## src/mcs_regs.svh

```systemverilog
`ifndef MCS_REGS_SVH
`define MCS_REGS_SVH

// Oscillator-pin mode codes
`define MCS_OSC_MODE_OFF 2'h0
`define MCS_OSC_MODE_XTAL 2'h1
`define MCS_OSC_MODE_PIN_A 2'h2
`define MCS_OSC_MODE_RSVD 2'h3

// APLL input selector: upper two bits 11 pick the DPLL output
`define MCS_APLL_SEL_DPLL 2'h3
`define MCS_APLL_SEL_MSB 2
`define MCS_APLL_SEL_LSB 1

// Input clock receiver bit that shares its pin with the general-purpose pin
`define MCS_THIRD_INPUT_BIT 2

// Reset values
`define MCS_RST_RING_ENABLE 1'h1
`define MCS_RST_COUNT 3'h0

// Break-before-make gap while the master clock source changes
`define MCS_CLK_PERIOD_NS 100
`define MCS_SWITCH_GAP_NS 300
`define MCS_SWITCH_GAP_CYCLES ((`MCS_SWITCH_GAP_NS + `MCS_CLK_PERIOD_NS - 1) / `MCS_CLK_PERIOD_NS)

`endif

```

## src/mcs_pkg.sv

```systemverilog
`default_nettype none

package mcs_pkg;
    // Master clock source switch, one-hot
    typedef enum logic [2:0] {
        MCS_ST_RING = 3'h1,
        MCS_ST_GAP = 3'h2,
        MCS_ST_OSC = 3'h4
    } mcs_state_t;
endpackage

`default_nettype wire

```

## src/mcs_channel_clock.sv

```systemverilog
`include "mcs_regs.svh"
`default_nettype none

// Function
// Mode code 10 enables oscillator pin A as single-ended clock input, pin B unused.
// Mode code 01 enables the on-chip crystal driver across both oscillator pins.
// Doubler enable set inserts the frequency doubler after the oscillator stage.
// After power-on reset registers and interface run from the ring oscillator.
// Software sets master clock select once the pin oscillator is stable.
// Ring oscillator disable written 1 powers the ring oscillator down.
// In APLL-only operation software keeps the ring oscillator enabled.
// Software programs the oscillator frequency before relying on DPLL operation.
// Each of three input receivers is enabled only while its enable bit is set.
// Third input pin works as general-purpose pin when not a clock input.
// Software avoids doubler with external oscillator in jitter attenuation operation.
// Software compensates known oscillator error via freerun offset or feedback divider.
// DPLL master clock must be roughly 100, 114.285 or 125 MHz.
// Selector code 11x gives DPLL+APLL operation; others give APLL-only.
// Master clock source changes without runt pulses or glitches.
module mcs_channel_clock (
    input wire logic clock_in,
    input wire logic rst_in,
    input wire logic [1:0] osc_pin_mode_in,
    input wire logic doubler_enable_in,
    input wire logic master_clock_select_in,
    input wire logic ring_osc_disable_in,
    input wire logic [2:0] input_clock_enables_in,
    input wire logic [2:0] apll_input_select_in,
    input wire logic general_pin_three_dir_in,
    input wire logic general_pin_three_data_in,
    input wire logic third_input_pos_pin_in,
    output logic osc_pin_a_input_en_out,
    output logic crystal_driver_en_out,
    output logic doubler_active_out,
    output logic ring_osc_enable_out,
    output logic ring_clock_gate_out,
    output logic osc_clock_gate_out,
    output logic switch_busy_out,
    output logic [2:0] input_receiver_en_out,
    output logic dpll_mode_out,
    output logic third_input_pos_pin_out,
    output logic third_input_pos_pin_oe_out,
    output logic general_pin_three_value_out
);

    // Oscillator stage and analog enables
    logic osc_a_en_reg;
    logic osc_a_en_next;
    logic xtal_en_reg;
    logic xtal_en_next;
    logic doubler_reg;
    logic doubler_next;
    logic ring_en_reg;
    logic ring_en_next;
    logic [2:0] rx_en_reg;
    logic [2:0] rx_en_next;
    logic dpll_mode_reg;
    logic dpll_mode_next;

    // Pin three state
    logic pin3_out_reg;
    logic pin3_out_next;
    logic pin3_oe_reg;
    logic pin3_oe_next;
    logic pin3_val_reg;
    logic pin3_val_next;

    // Source switch state
    mcs_pkg::mcs_state_t state_reg;
    mcs_pkg::mcs_state_t state_next;
    logic [2:0] gap_cnt_reg;
    logic [2:0] gap_cnt_next;

    // Oscillator pin usage, doubler, receivers and operating mode
    always_comb begin
        osc_a_en_next = (osc_pin_mode_in == `MCS_OSC_MODE_PIN_A);
        xtal_en_next = (osc_pin_mode_in == `MCS_OSC_MODE_XTAL);
        // Doubler has nothing to double unless a stage feeds it
        doubler_next = doubler_enable_in && (osc_a_en_next || xtal_en_next);
        // No interlock: disabling the ring while it is the source stops the logic it feeds
        ring_en_next = !ring_osc_disable_in;
        rx_en_next = input_clock_enables_in;
        dpll_mode_next = (apll_input_select_in[`MCS_APLL_SEL_MSB:`MCS_APLL_SEL_LSB] == `MCS_APLL_SEL_DPLL);
    end

    always_ff @(posedge clock_in or posedge rst_in) begin
        if (rst_in) begin
            osc_a_en_reg <= 1'h0;
            xtal_en_reg <= 1'h0;
            doubler_reg <= 1'h0;
            ring_en_reg <= `MCS_RST_RING_ENABLE;
            rx_en_reg <= 3'h0;
            dpll_mode_reg <= 1'h0;
        end else begin
            osc_a_en_reg <= osc_a_en_next;
            xtal_en_reg <= xtal_en_next;
            doubler_reg <= doubler_next;
            ring_en_reg <= ring_en_next;
            rx_en_reg <= rx_en_next;
            dpll_mode_reg <= dpll_mode_next;
        end
    end

    // Third input pin: clock receiver or general-purpose pin, never both driving
    always_comb begin
        if (input_clock_enables_in[`MCS_THIRD_INPUT_BIT]) begin
            pin3_oe_next = 1'h0;
            pin3_out_next = 1'h0;
        end else begin
            pin3_oe_next = general_pin_three_dir_in;
            pin3_out_next = general_pin_three_data_in;
        end
        pin3_val_next = third_input_pos_pin_in;
    end

    always_ff @(posedge clock_in or posedge rst_in) begin
        if (rst_in) begin
            pin3_out_reg <= 1'h0;
            pin3_oe_reg <= 1'h0;
            pin3_val_reg <= 1'h0;
        end else begin
            pin3_out_reg <= pin3_out_next;
            pin3_oe_reg <= pin3_oe_next;
            pin3_val_reg <= pin3_val_next;
        end
    end

    // Break-before-make switch of the master clock source; both gates stay low for the gap
    // so a half-finished cycle of the old source can never merge with the new one
    always_comb begin
        state_next = state_reg;
        gap_cnt_next = gap_cnt_reg;
        case (state_reg)
            mcs_pkg::MCS_ST_RING: begin
                if (master_clock_select_in) begin
                    state_next = mcs_pkg::MCS_ST_GAP;
                    gap_cnt_next = 3'(`MCS_SWITCH_GAP_CYCLES);
                end
            end
            mcs_pkg::MCS_ST_GAP: begin
                if (gap_cnt_reg <= 3'h1) begin
                    // Target taken at the end, so a select that flips back mid-gap is honoured
                    state_next = master_clock_select_in ? mcs_pkg::MCS_ST_OSC : mcs_pkg::MCS_ST_RING;
                    gap_cnt_next = `MCS_RST_COUNT;
                end else begin
                    gap_cnt_next = gap_cnt_reg - 3'h1;
                end
            end
            mcs_pkg::MCS_ST_OSC: begin
                if (!master_clock_select_in) begin
                    state_next = mcs_pkg::MCS_ST_GAP;
                    gap_cnt_next = 3'(`MCS_SWITCH_GAP_CYCLES);
                end
            end
            default: begin
                state_next = mcs_pkg::MCS_ST_GAP;
                gap_cnt_next = 3'(`MCS_SWITCH_GAP_CYCLES);
            end
        endcase
    end

    always_ff @(posedge clock_in or posedge rst_in) begin
        if (rst_in) begin
            state_reg <= mcs_pkg::MCS_ST_RING;
            gap_cnt_reg <= `MCS_RST_COUNT;
        end else begin
            state_reg <= state_next;
            gap_cnt_reg <= gap_cnt_next;
        end
    end

    // Outputs straight from flip-flops
    assign osc_pin_a_input_en_out = osc_a_en_reg;
    assign crystal_driver_en_out = xtal_en_reg;
    assign doubler_active_out = doubler_reg;
    assign ring_osc_enable_out = ring_en_reg;
    assign ring_clock_gate_out = state_reg[0];
    assign switch_busy_out = state_reg[1];
    assign osc_clock_gate_out = state_reg[2];
    assign input_receiver_en_out = rx_en_reg;
    assign dpll_mode_out = dpll_mode_reg;
    assign third_input_pos_pin_out = pin3_out_reg;
    assign third_input_pos_pin_oe_out = pin3_oe_reg;
    assign general_pin_three_value_out = pin3_val_reg;
endmodule

`default_nettype wire

```

## config.mk

```make
export PLATFORM = sky130hd
export DESIGN_NAME = mcs_channel_clock
export DESIGN_NICKNAME = d
export VERILOG_FILES = /design/src/mcs_pkg.sv /design/src/mcs_channel_clock.sv
export VERILOG_INCLUDE_DIRS = /design/src
export SDC_FILE = /design/constraint.sdc
export NUM_CORES = 1
export LEC_CHECK = 0
export ABC_CLOCK_PERIOD_IN_PS = 3900
export BUFFER_PORTS_ARGS = -buffer_cell sky130_fd_sc_hd__clkbuf_2
export CAP_MARGIN = 20
export CORE_MARGIN = 1.5
export CORE_UTILIZATION = 42
export DETAILED_ROUTE_END_ITERATION = 10
export GPL_TIMING_DRIVEN = 0
export PLACE_DENSITY = 0.72
export REMOVE_ABC_BUFFERS = 1
export SETUP_SLACK_MARGIN = 0.15
export SYNTH_ARGS = -nofsm -noshare
export SYNTH_HDL_FRONTEND = slang
export SYNTH_SLANG_ARGS = --single-unit
```

## constraint.sdc

```tcl
create_clock -name clock_in -period 3.9 [get_ports clock_in]
set_input_delay 0.585 -clock clock_in [delete_from_list [all_inputs] [get_ports clock_in]]
set_output_delay 0.585 -clock clock_in [all_outputs]
set_load 0.005 [all_outputs]
```

### Yosys cells after proc, flatten, opt, wreduce, memory -nomap -nowiden

Cells that the tools add are included.

| storage, ports and cells | value |
|---|---|
| memory bits (read-only) | 0 |
| bits in registers | 17 |
| output and inout port bits | 14 |
| memories | 0 |
| word-level logic and storage cells | 38 |
| bits in writable memories | 0 |
| input bits | 16 |
| latch bits | 0 |

| cells by class | value |
|---|---|
| div/mod/pow operators | 0 |
| $add $sub $neg | 1 |
| bitwise operators | 0 |
| multiplexer cells | 11 |
| reduce and logical (&&, ||, !) cells | 5 |
| equal/unequal tests | 9 |
| magnitude comparators | 1 |
| multiply operators | 0 |
| shift operators | 0 |

Operators by type and width:

| operator | count |
|---|---|
| 3-bit two-way mux | 7 |
| 3-bit one-hot mux with 3 select lines | 2 |
| 2-bit inequality test (second input constant) | 3 |
| 2-bit == test (second input constant) | 2 |
| 3-bit by 1-bit == test with 1-bit output (second input constant) | 1 |
| 3-bit by 2-bit == test with 1-bit output (second input constant) | 1 |
| 3-bit == test (second input constant) | 1 |
| 3-bit by 1-bit <= comparator with 1-bit output (second input constant) | 1 |
| 3-bit AND reduction | 1 |
| 3-bit by 1-bit subtractor with 3-bit output (second input constant) | 1 |
| 2-bit by 1-bit == test with 1-bit output (second input constant) | 1 |
| 1-bit two-way mux | 2 |
| 2-bit AND reduction | 1 |
| 1-bit logical AND | 1 |
| 1-bit logical NOT | 1 |
| 1-bit logical OR | 1 |

### Logic depth before layout (Yosys ltp)

Gate-level depths: netlist of run 1.

| logic depth | value |
|---|---|
| depth in word-level cells | 3 |
| depth in mapped cells | 5 |
| gate-level depth less buffers | 5 |

### Worst setup path before layout of run 1

No wires, ideal clock.

| path | value |
|---|---|
| path kind | input-to-reg |
| start point | input master_clock_select_in |
| end point | register gap_cnt_reg[1] |
| stages | 3 |
| arrival | 1.418 ns |
| setup slack | 2.362 ns |
| setup time | 0.120 ns |
| cells stage by stage | or4bb_1 o31a_2 o22a_2 |

| between the ends | value |
|---|---|
| longest elaborated chain between the ends | 2 |

Ends and longest elaborated chain:

| what | RTL line | source |
|---|---|---|
| start, declared | mcs_channel_clock.sv:25 | `input wire logic master_clock_select_in,` |
| 2-bit inequality test (no source line) | - |  |
| 2-bit AND reduction (no source line) * | - |  |
| end signal, assigned | mcs_channel_clock.sv:165 | `` gap_cnt_reg <= `MCS_RST_COUNT; `` |
| end signal, assigned | mcs_channel_clock.sv:168 | `gap_cnt_reg <= gap_cnt_next;` |
| end, declared | mcs_channel_clock.sv:71 | `logic [2:0] gap_cnt_reg;` |

Every way passes the cells marked *; elsewhere a longest branch is shown, timed or not.
A chain may end at the register's enable or synchronous reset.

### Final worst setup path of run 1

| path | value |
|---|---|
| start point | register state_reg[0] |
| end point | output ring_clock_gate_out |

RTL lines:

| what | RTL line | source |
|---|---|---|
| start, declared | mcs_channel_clock.sv:69 | `mcs_pkg::mcs_state_t state_reg;` |
| start signal, assigned | mcs_channel_clock.sv:164 | `state_reg <= mcs_pkg::MCS_ST_RING;` |
| start signal, assigned | mcs_channel_clock.sv:167 | `state_reg <= state_next;` |
| end, declared | mcs_channel_clock.sv:36 | `output logic ring_clock_gate_out,` |

No word-level cell between the ends.

==> results of run 1 <==
-- logic make-up after synthesis --
| logic type | Yosys count | synth area share, % |
|---|---|---|
| flip-flops | 17 | 61.07 |
| adder cells (fa/ha/maj) | 4 | 7.143 |
| AO/OA/AOI/OAI | 10 | 11.43 |
| buffers and inverters | 8 | 4.286 |
| AND/OR/NAND/NOR | 15 | 16.07 |
-- layout by cell type, fill, tap and decap left out, types with 2 or more instances in the layout --
cell type,count
a21oi_1,3
clkbuf_2,28
clkbuf_4,3
dfrtp_1,15
dfstp_2,2
ha_1,4
inv_1,8
nor2b_1,3
o22a_2,2
or4bb_1,2
-- path summary, 6_finish.rpt --
path	from	endpoint	slack [ns]	cells past startpoint
worst max-delay path	state_reg[0]	ring_clock_gate_out	2.33	1
worst max register to register	state_reg[0]	state_reg[1]	2.36	3
worst min-delay path	rst_in	input_receiver_en_out[1]	0.35	2
worst min register to register	state_reg[2]	state_reg[0]	0.49	1
max in group asynchronous	rst_in	gap_cnt_reg[1]	3.16	2
min in group clock_in	ring_osc_disable_in	ring_osc_enable_out	0.40	2
-- metrics by stage --
step	utilization (%)	hold WS, ns
after global routing	57.55	0.3847
after floorplan	-	0.4661
after global placement	55.84	0.4734
final	57.55	0.3457
after detailed placement	55.84	0.4734
after CTS	57.55	0.3641
-- synth_stat cells --
| cell type | number | area [µm²] |
|---|---|---|
| dfrtp_1 | 15 | 375.4 |
| inv_1 | 8 | 30.03 |
| ha_1 | 4 | 50.05 |
| a21oi_1 | 3 | 15.01 |
| nor2b_1 | 3 | 18.77 |
| dfstp_2 | 2 | 52.55 |
| o22a_2 | 2 | 20.02 |
| or4bb_1 | 2 | 22.52 |
| a22o_2 | 1 | 10.01 |
| and2_1 | 1 | 6.260 |
| and2b_2 | 1 | 8.760 |
| nand2_1 | 1 | 3.750 |
| nand2b_1 | 1 | 6.260 |
| nor3_1 | 1 | 5.000 |
| nor3b_1 | 1 | 7.510 |
| o211ai_2 | 1 | 12.51 |
| o21ai_0 | 1 | 5.000 |
| o21bai_1 | 1 | 7.510 |
| o31a_2 | 1 | 10.01 |
| or2b_2 | 1 | 8.760 |
| or3_1 | 1 | 6.260 |
| or3b_4 | 1 | 11.26 |
| or4_1 | 1 | 7.510 |
-- per-layer routing --
layer  vias to the layer above  routed length, µm  GRT usage, %
met4                         0                 10         9.091
li1                        245                  -             -
met3                         2                 67         4.583
met2                        17                606         22.35
met5                         -                  0             0
met1                       240                482         17.03
-- report_power, final --
group / switching [µW] / internal (µW) / leakage [µW] / total, µW
logic: 86.2 / 109 / 0.000256 / 195
registers: 35.5 / 216 / 0.000205 / 252
clock network: 49.8 / 39.6 / 0.0000150 / 89.5
total: 172 / 365 / 0.000476 / 536
-- final cells by class --
type,instances,area share [%]
clock buffer,4,2.962
sequential,17,48.24
timing repair buffer,28,15.80
multi-input combinational,29,27.36
tap,16,2.257
inverter,8,3.385
==> results by group, run 1 <==
Drt
  – Remaining routing DRC violations: 0
  – Routed len/inst: 11.44 µm
  – Remaining antenna violation count: 0
  – Via Count: 504
  – Vias per cell: 4.941
  – WL final: 1.167 mm
  – DR pass1 iterations: 4
  – Iter 0 DRT Violations: 9

Worst setup path
  – Crit path kind: register to output port
  – Arrival time worst endpoint: 0.98 ns
  – Max incr delay on CP: 0.58 ns
  – CP bufs+invs: 1
  – CP max FO: 7
  – Crit end category: output port
  – CP Launch Type: register
  – Worst-path cell with the longest stage delay: dfstp_2
  – Worst-path cell chain: clkbuf_2
  – CP delay by family, top: flip-flops
  – CP required: 3.31 ns

Logic synthesis
  – Synth cell types: 23
  – Sequential share of the synthesized area: 61.07%
  – Mapped cell area: 700.7 µm²
  – Yosys reg bits: 17
  – Syn Inst Count: 54
  – Synth Warn #: 0
  – Synthesized area per cell: 12.98 µm²

Finish
  – Storage cell area: 427.9 µm²
  – Share of cells above drive strength 1: 47.67%
  – Cell area after layout: 887.1 µm²
  – Nets@finish: 107
  – Non-Filler Instances: 102
  – Fillers: 135
  – Area delta synth->final: 26.61%
  – # diodes: 0
  – Area of the multi-input gates: 242.7 µm²

Global route
  – All-layer global routing usage: 14.34%
  – First-pass GRT wire length: 1.959 mm
  – Vias in the first global route: 494
  – Pin count of the biggest net entering global routing: 18
  – Grt total ovfl: 0
  – Initial antenna violation count: 0

Die
  – IO Pins: 30
  – Site Rows: 14
  – Placeable Area: 1541 µm²
  – Die Span X: 43.85 µm
  – Die H: 43.85 µm
  – Starting density of the core: 45.45%
  – DIE AREA: 1922 µm²

Clocking
  – Root Buffer: clkbuf_4
  – Cts repair resizes: 0
  – Clock-pin slew on the worst setup and hold paths: 0.09 ns
  – Post-CTS setup buffer count: 0
  – CTS tree: done
  – # H-tree levels: 1
  – Deepest clock path buffer count: 2
  – Num CTS Buffers: 3
  – Sink Count: 17
  – Count of hold-fix buffers inserted at cts: 0
  – Worst skew pair latency: 0.28 ns

Timing
  – Final setup violation count: 0
  – Peak Freq: 638.6 MHz
  – Setup TNS: 0 ns
  – RSZ-0062 raised after global routing: false
  – Fin crit share: 40.15%
  – Max-slew headroom: 58.80%
  – Count of final hold-check violations: 0
  – Min Tclk post-route: 1.566 ns
  – Fin. max-slew vios: 0
  – Final worst slack: 2.334 ns
  – Slew @ Worst Pin: 0.6173 ns
  – Worst Skew: 0.002325 ns

Job
  – Max_cap viols: 0

Placement
  – Hpwl dp: 921.9 µm
  – Placed cell count: 98
  – Post-Place Cell Area: 860.8 µm²
  – Routability Congestion: 0.7418
  – # port buffers: 28
  – Setup WS pre-CTS: 2.189 ns

Worst hold path
  – Min-delay worst type: input port to asynchronous set/reset pin

Pwr
  – Overall power: 536.2 µW
  – Pwr dens: 604.4 nW/µm²
  – Worst vdd ir: 338.7 µV
  – Leakage: 0.0004756 µW

Status
  – Status: completed
No activity file was read; power rests on OpenSTA's default activity.
==> inputs of run 2 (changes only) <==
--- a/config.mk
+++ b/config.mk
@@ -6,14 +6,15 @@
 export SDC_FILE = /design/constraint.sdc
 export NUM_CORES = 1
 export LEC_CHECK = 0
-export ABC_CLOCK_PERIOD_IN_PS = 3900
+export ABC_AREA = 1
+export ABC_CLOCK_PERIOD_IN_PS = 1500
 export BUFFER_PORTS_ARGS = -buffer_cell sky130_fd_sc_hd__clkbuf_2
 export CAP_MARGIN = 20
 export CORE_MARGIN = 1.5
 export CORE_UTILIZATION = 42
 export DETAILED_ROUTE_END_ITERATION = 10
 export GPL_TIMING_DRIVEN = 0
-export PLACE_DENSITY = 0.72
+export PLACE_DENSITY = 0.71
 export REMOVE_ABC_BUFFERS = 1
 export SETUP_SLACK_MARGIN = 0.15
 export SYNTH_ARGS = -nofsm -noshare
==> constraint.sdc (replaced) <==
create_clock -name clock_in -period 1.5 [get_ports clock_in]
set_input_delay 0.225 -clock clock_in [delete_from_list [all_inputs] [get_ports clock_in]]
set_output_delay 0.225 -clock clock_in [all_outputs]
set_load 0.005 [all_outputs]
==> results by group, run 2 <==
Logic synthesis
  – Syn Inst Count: 78
  – Synth Warn #: 0
  – Most numerous cell in the Yosys netlist: nand2_1
  – Compound-cell area share of the yosys netlist: 2.744%
  – Synthesized area per cell: 9.352 µm²
  – Synth area leaders: dfrtp_1 51%, nand2_1 10%, dfstp_2 7.2%
  – Synth Area in XOR/XNOR: 0%
  – EDFF count, synth: 0
  – Yosys reg bits: 17
  – Most common flop cell mapped by yosys: dfrtp_1
  – Mapped cell area: 729.5 µm²
  – Post-synth top area cell: dfrtp_1
  – FFs w/ async S/R, synth: 100.0%
  – Mux share of post-synthesis cell area: 0%
  – Most frequent cells after synthesis: 20 x nand2_1, 15 x dfrtp_1, 13 x inv_1, 6 x nor2_1, 5 x inv_2
  – Synth cell types: 15
  – Post-Synth Adder-Cell Area: 6.861%
  – Simple-Gate Fraction of Synth Area: 22.47%
  – Main combinational cell family by area after synthesis: simple AND/OR/NAND/NOR gates
  – Sequential share of the synthesized area: 58.66%
  – Synth top area share: 51.46%

Die
  – Placeable Area: 1559 µm²
  – IO Pins: 30
  – DIE AREA: 1996 µm²
  – Starting density of the core: 46.79%
  – Die H: 44.68 µm
  – Site Rows: 14
  – Die Span X: 44.68 µm

Timing
  – Count of final hold-check violations: 0
  – Final setup violation count: 0
  – Final worst slack: 0.2698 ns
  – Min Tclk post-route: 1.230 ns
  – Worst Skew: 0.0004682 ns
  – Peak Freq: 812.9 MHz
  – RSZ-0062 raised after global routing: false
  – Slew @ Worst Pin: 0.6167 ns
  – Max-slew headroom: 58.84%
  – Fin crit share: 82.01%
  – Setup TNS: 0 ns
  – Fin. max-slew vios: 0

Placement
  – # port buffers: 28
  – Setup WS pre-CTS: 0.2781 ns
  – Hpwl dp: 998.1 µm
  – Routability Congestion: 0.6857
  – Post-Place Cell Area: 889.6 µm²

Worst setup path
  – Worst setup endpoint: state_reg[2]
  – FF-to-FF setup slack: 0.27 ns
  – CP bufs+invs: 0
  – Setup crit start: gap_cnt_reg[0]
  – CP max FO: 4
  – Crit end category: register
  – Max incr delay on CP: 0.43 ns
  – Worst r2r path cells: 6
  – CP delay by family, top: flip-flops
  – Crit path kind: register to register
  – Worst r2r dst: state_reg[2]
  – Worst-path cell chain: ha_1, o21bai_1, nand2_1, nand2_2, nand3_1, nand2_1
  – Most used cell along the critical path: nand2_1
  – CP required: 1.68 ns
  – Reg-to-Reg Start: gap_cnt_reg[0]
  – Arrival time worst endpoint: 1.41 ns
  – Worst path depth: 6
  – CP Launch Type: register
  – Worst-path cell with the longest stage delay: dfrtp_1

Drt
  – DR pass1 iterations: 6
  – Routed len/inst: 9.583 µm
  – Via Count: 593
  – Remaining antenna violation count: 0
  – Remaining routing DRC violations: 1
  – Iter 0 DRT Violations: 5
  – Vias per cell: 4.669
  – WL final: 1.217 mm

Clocking
  – Num CTS Buffers: 3
  – Root Buffer: clkbuf_4
  – Clock-pin slew on the worst setup and hold paths: 0.09 ns
  – Sink Count: 17
  – Deepest clock path buffer count: 2
  – Worst skew pair latency: 0.28 ns
  – Cts repair resizes: 0
  – # H-tree levels: 1
  – CTS tree: done

Finish
  – Storage cell area: 427.9 µm²
  – Share of cells above drive strength 1: 38.74%
  – Most frequent cells in the layout: 28 x clkbuf_2, 20 x nand2_1, 15 x dfrtp_1
  – Commonest non-fill, non-tap cell in the layout: clkbuf_2
  – # diodes: 0
  – Area of the multi-input gates: 234.0 µm²
  – Area delta synth->final: 27.10%
  – Nets@finish: 132
  – Cell area after layout: 927.1 µm²
  – Fillers: 138

Pwr
  – Clk pwr share: 16.1%
  – Internal cell power: 892.8 µW
  – Logic gate share of total power: 39.4%
  – Psw: 569.7 µW
  – Leakage: 0.0005663 µW
  – Net Sw Frac: 38.95%
  – Flop pwr share: 44.4%
  – Pwr dens: 1577 nW/µm²
  – Worst vdd ir: 723.2 µV

Global route
  – Grt total ovfl: 0
  – First-pass GRT wire length: 2.007 mm
  – Initial antenna violation count: 0
  – Pin count of the biggest net entering global routing: 18
  – Vias in the first global route: 515
  – All-layer global routing usage: 14.07%

Worst hold path
  – Min-delay worst type: input port to register

Job
  – Max_cap viols: 0

Status
  – Status: complete, but fails checks
  – Failing checks: DRC
==> run 2: cell count changes in the layout (fill, tap and decap cells not counted), moves of 5 or more <==
cell / change
nand2_1: +19
nor2_1: +6
inv_1: +5
inv_2: +5
==> run 2: stage by stage <==
stage               util [%]  std cells  power (µW)  hold slack [ns]
floorplan                  -         78        1072           0.1496
global placement       57.06        122        1208           0.3157
detailed placement     57.06        122        1240           0.3171
CTS                    59.47        127        1485          0.02987
global route           59.47        127        1603          0.01796
finish                 59.47        127        1462          0.04058
==> run 2: cell families (layout without fill, tap and decap cells) <==
| family | Yosys count | after routing |
|---|---|---|
| AOI/OAI and AO/OA | 3 | 3 |
| DFF | 17 | 17 |
| adders and majority gates | 4 | 4 |
| and+or+nand+nor | 36 | 36 |
| buffers and inverters | 18 | 51 |
==> run 2: final cells by class <==
| class | count | area share [%] |
|---|---|---|
| clock buffers | 3 | 2.429 |
| repair buffers | 29 | 16.19 |
| inverters | 18 | 7.287 |
| flip-flops and latches | 17 | 46.15 |
| multi-input cells | 43 | 25.24 |
| well taps | 16 | 2.159 |
| clock inverters | 1 | 0.5398 |
==> run 2: power by group through the flow <==
stage                     Clock (µW)  Sequential (µW)  Combinational, µW
after global routing             274              664                665
after global placement             0              654                554
after CTS                        249              651                584
after detailed placement           0              661                579
final                            236              650                577
after floorplan                    0              652                420
==> run 2: routing by layer <==
metal  vias up  GRT usage (%)  part of all wire [%]
met5         -              0                     0
li1        301              -                     -
met4         0          5.455                     0
met3         0          4.490                   7.6
met2        24          23.48                    50
met1       268          16.76                    43
==> run 2: what timing repair did <==
action | 4_1_cts | 5_1_grt
hold buffers | 1 | 0
setup buffers | 0 | 0
hold endpoints to repair | 15 | 0
==> run 2: worst min-delay path by stage <==
stage / to / slack [ns] / startpoint / cells past startpoint
2_1_floorplan: crystal_driver_en_out / 0.15 / rst_in / 1
3_3_place_gp: input_receiver_en_out[0] / 0.32 / rst_in / 2
3_5_place_dp: third_input_pos_pin_oe_out / 0.32 / rst_in / 2
4_1_cts: input_receiver_en_out[1] / 0.03 / input_clock_enables_in[1] / 1
5_1_grt: general_pin_three_value_out / 0.02 / third_input_pos_pin_in / 1
6_report: general_pin_three_value_out / 0.04 / third_input_pos_pin_in / 1
==> run 2: worst reg2reg max path: cells and delay by family (launching register included) <==
family | cells | cell delay [ns]
simple gates | 4 | 0.32
fa+ha+maj | 1 | 0.22
flops | 1 | 0.43
compound gates | 1 | 0.15
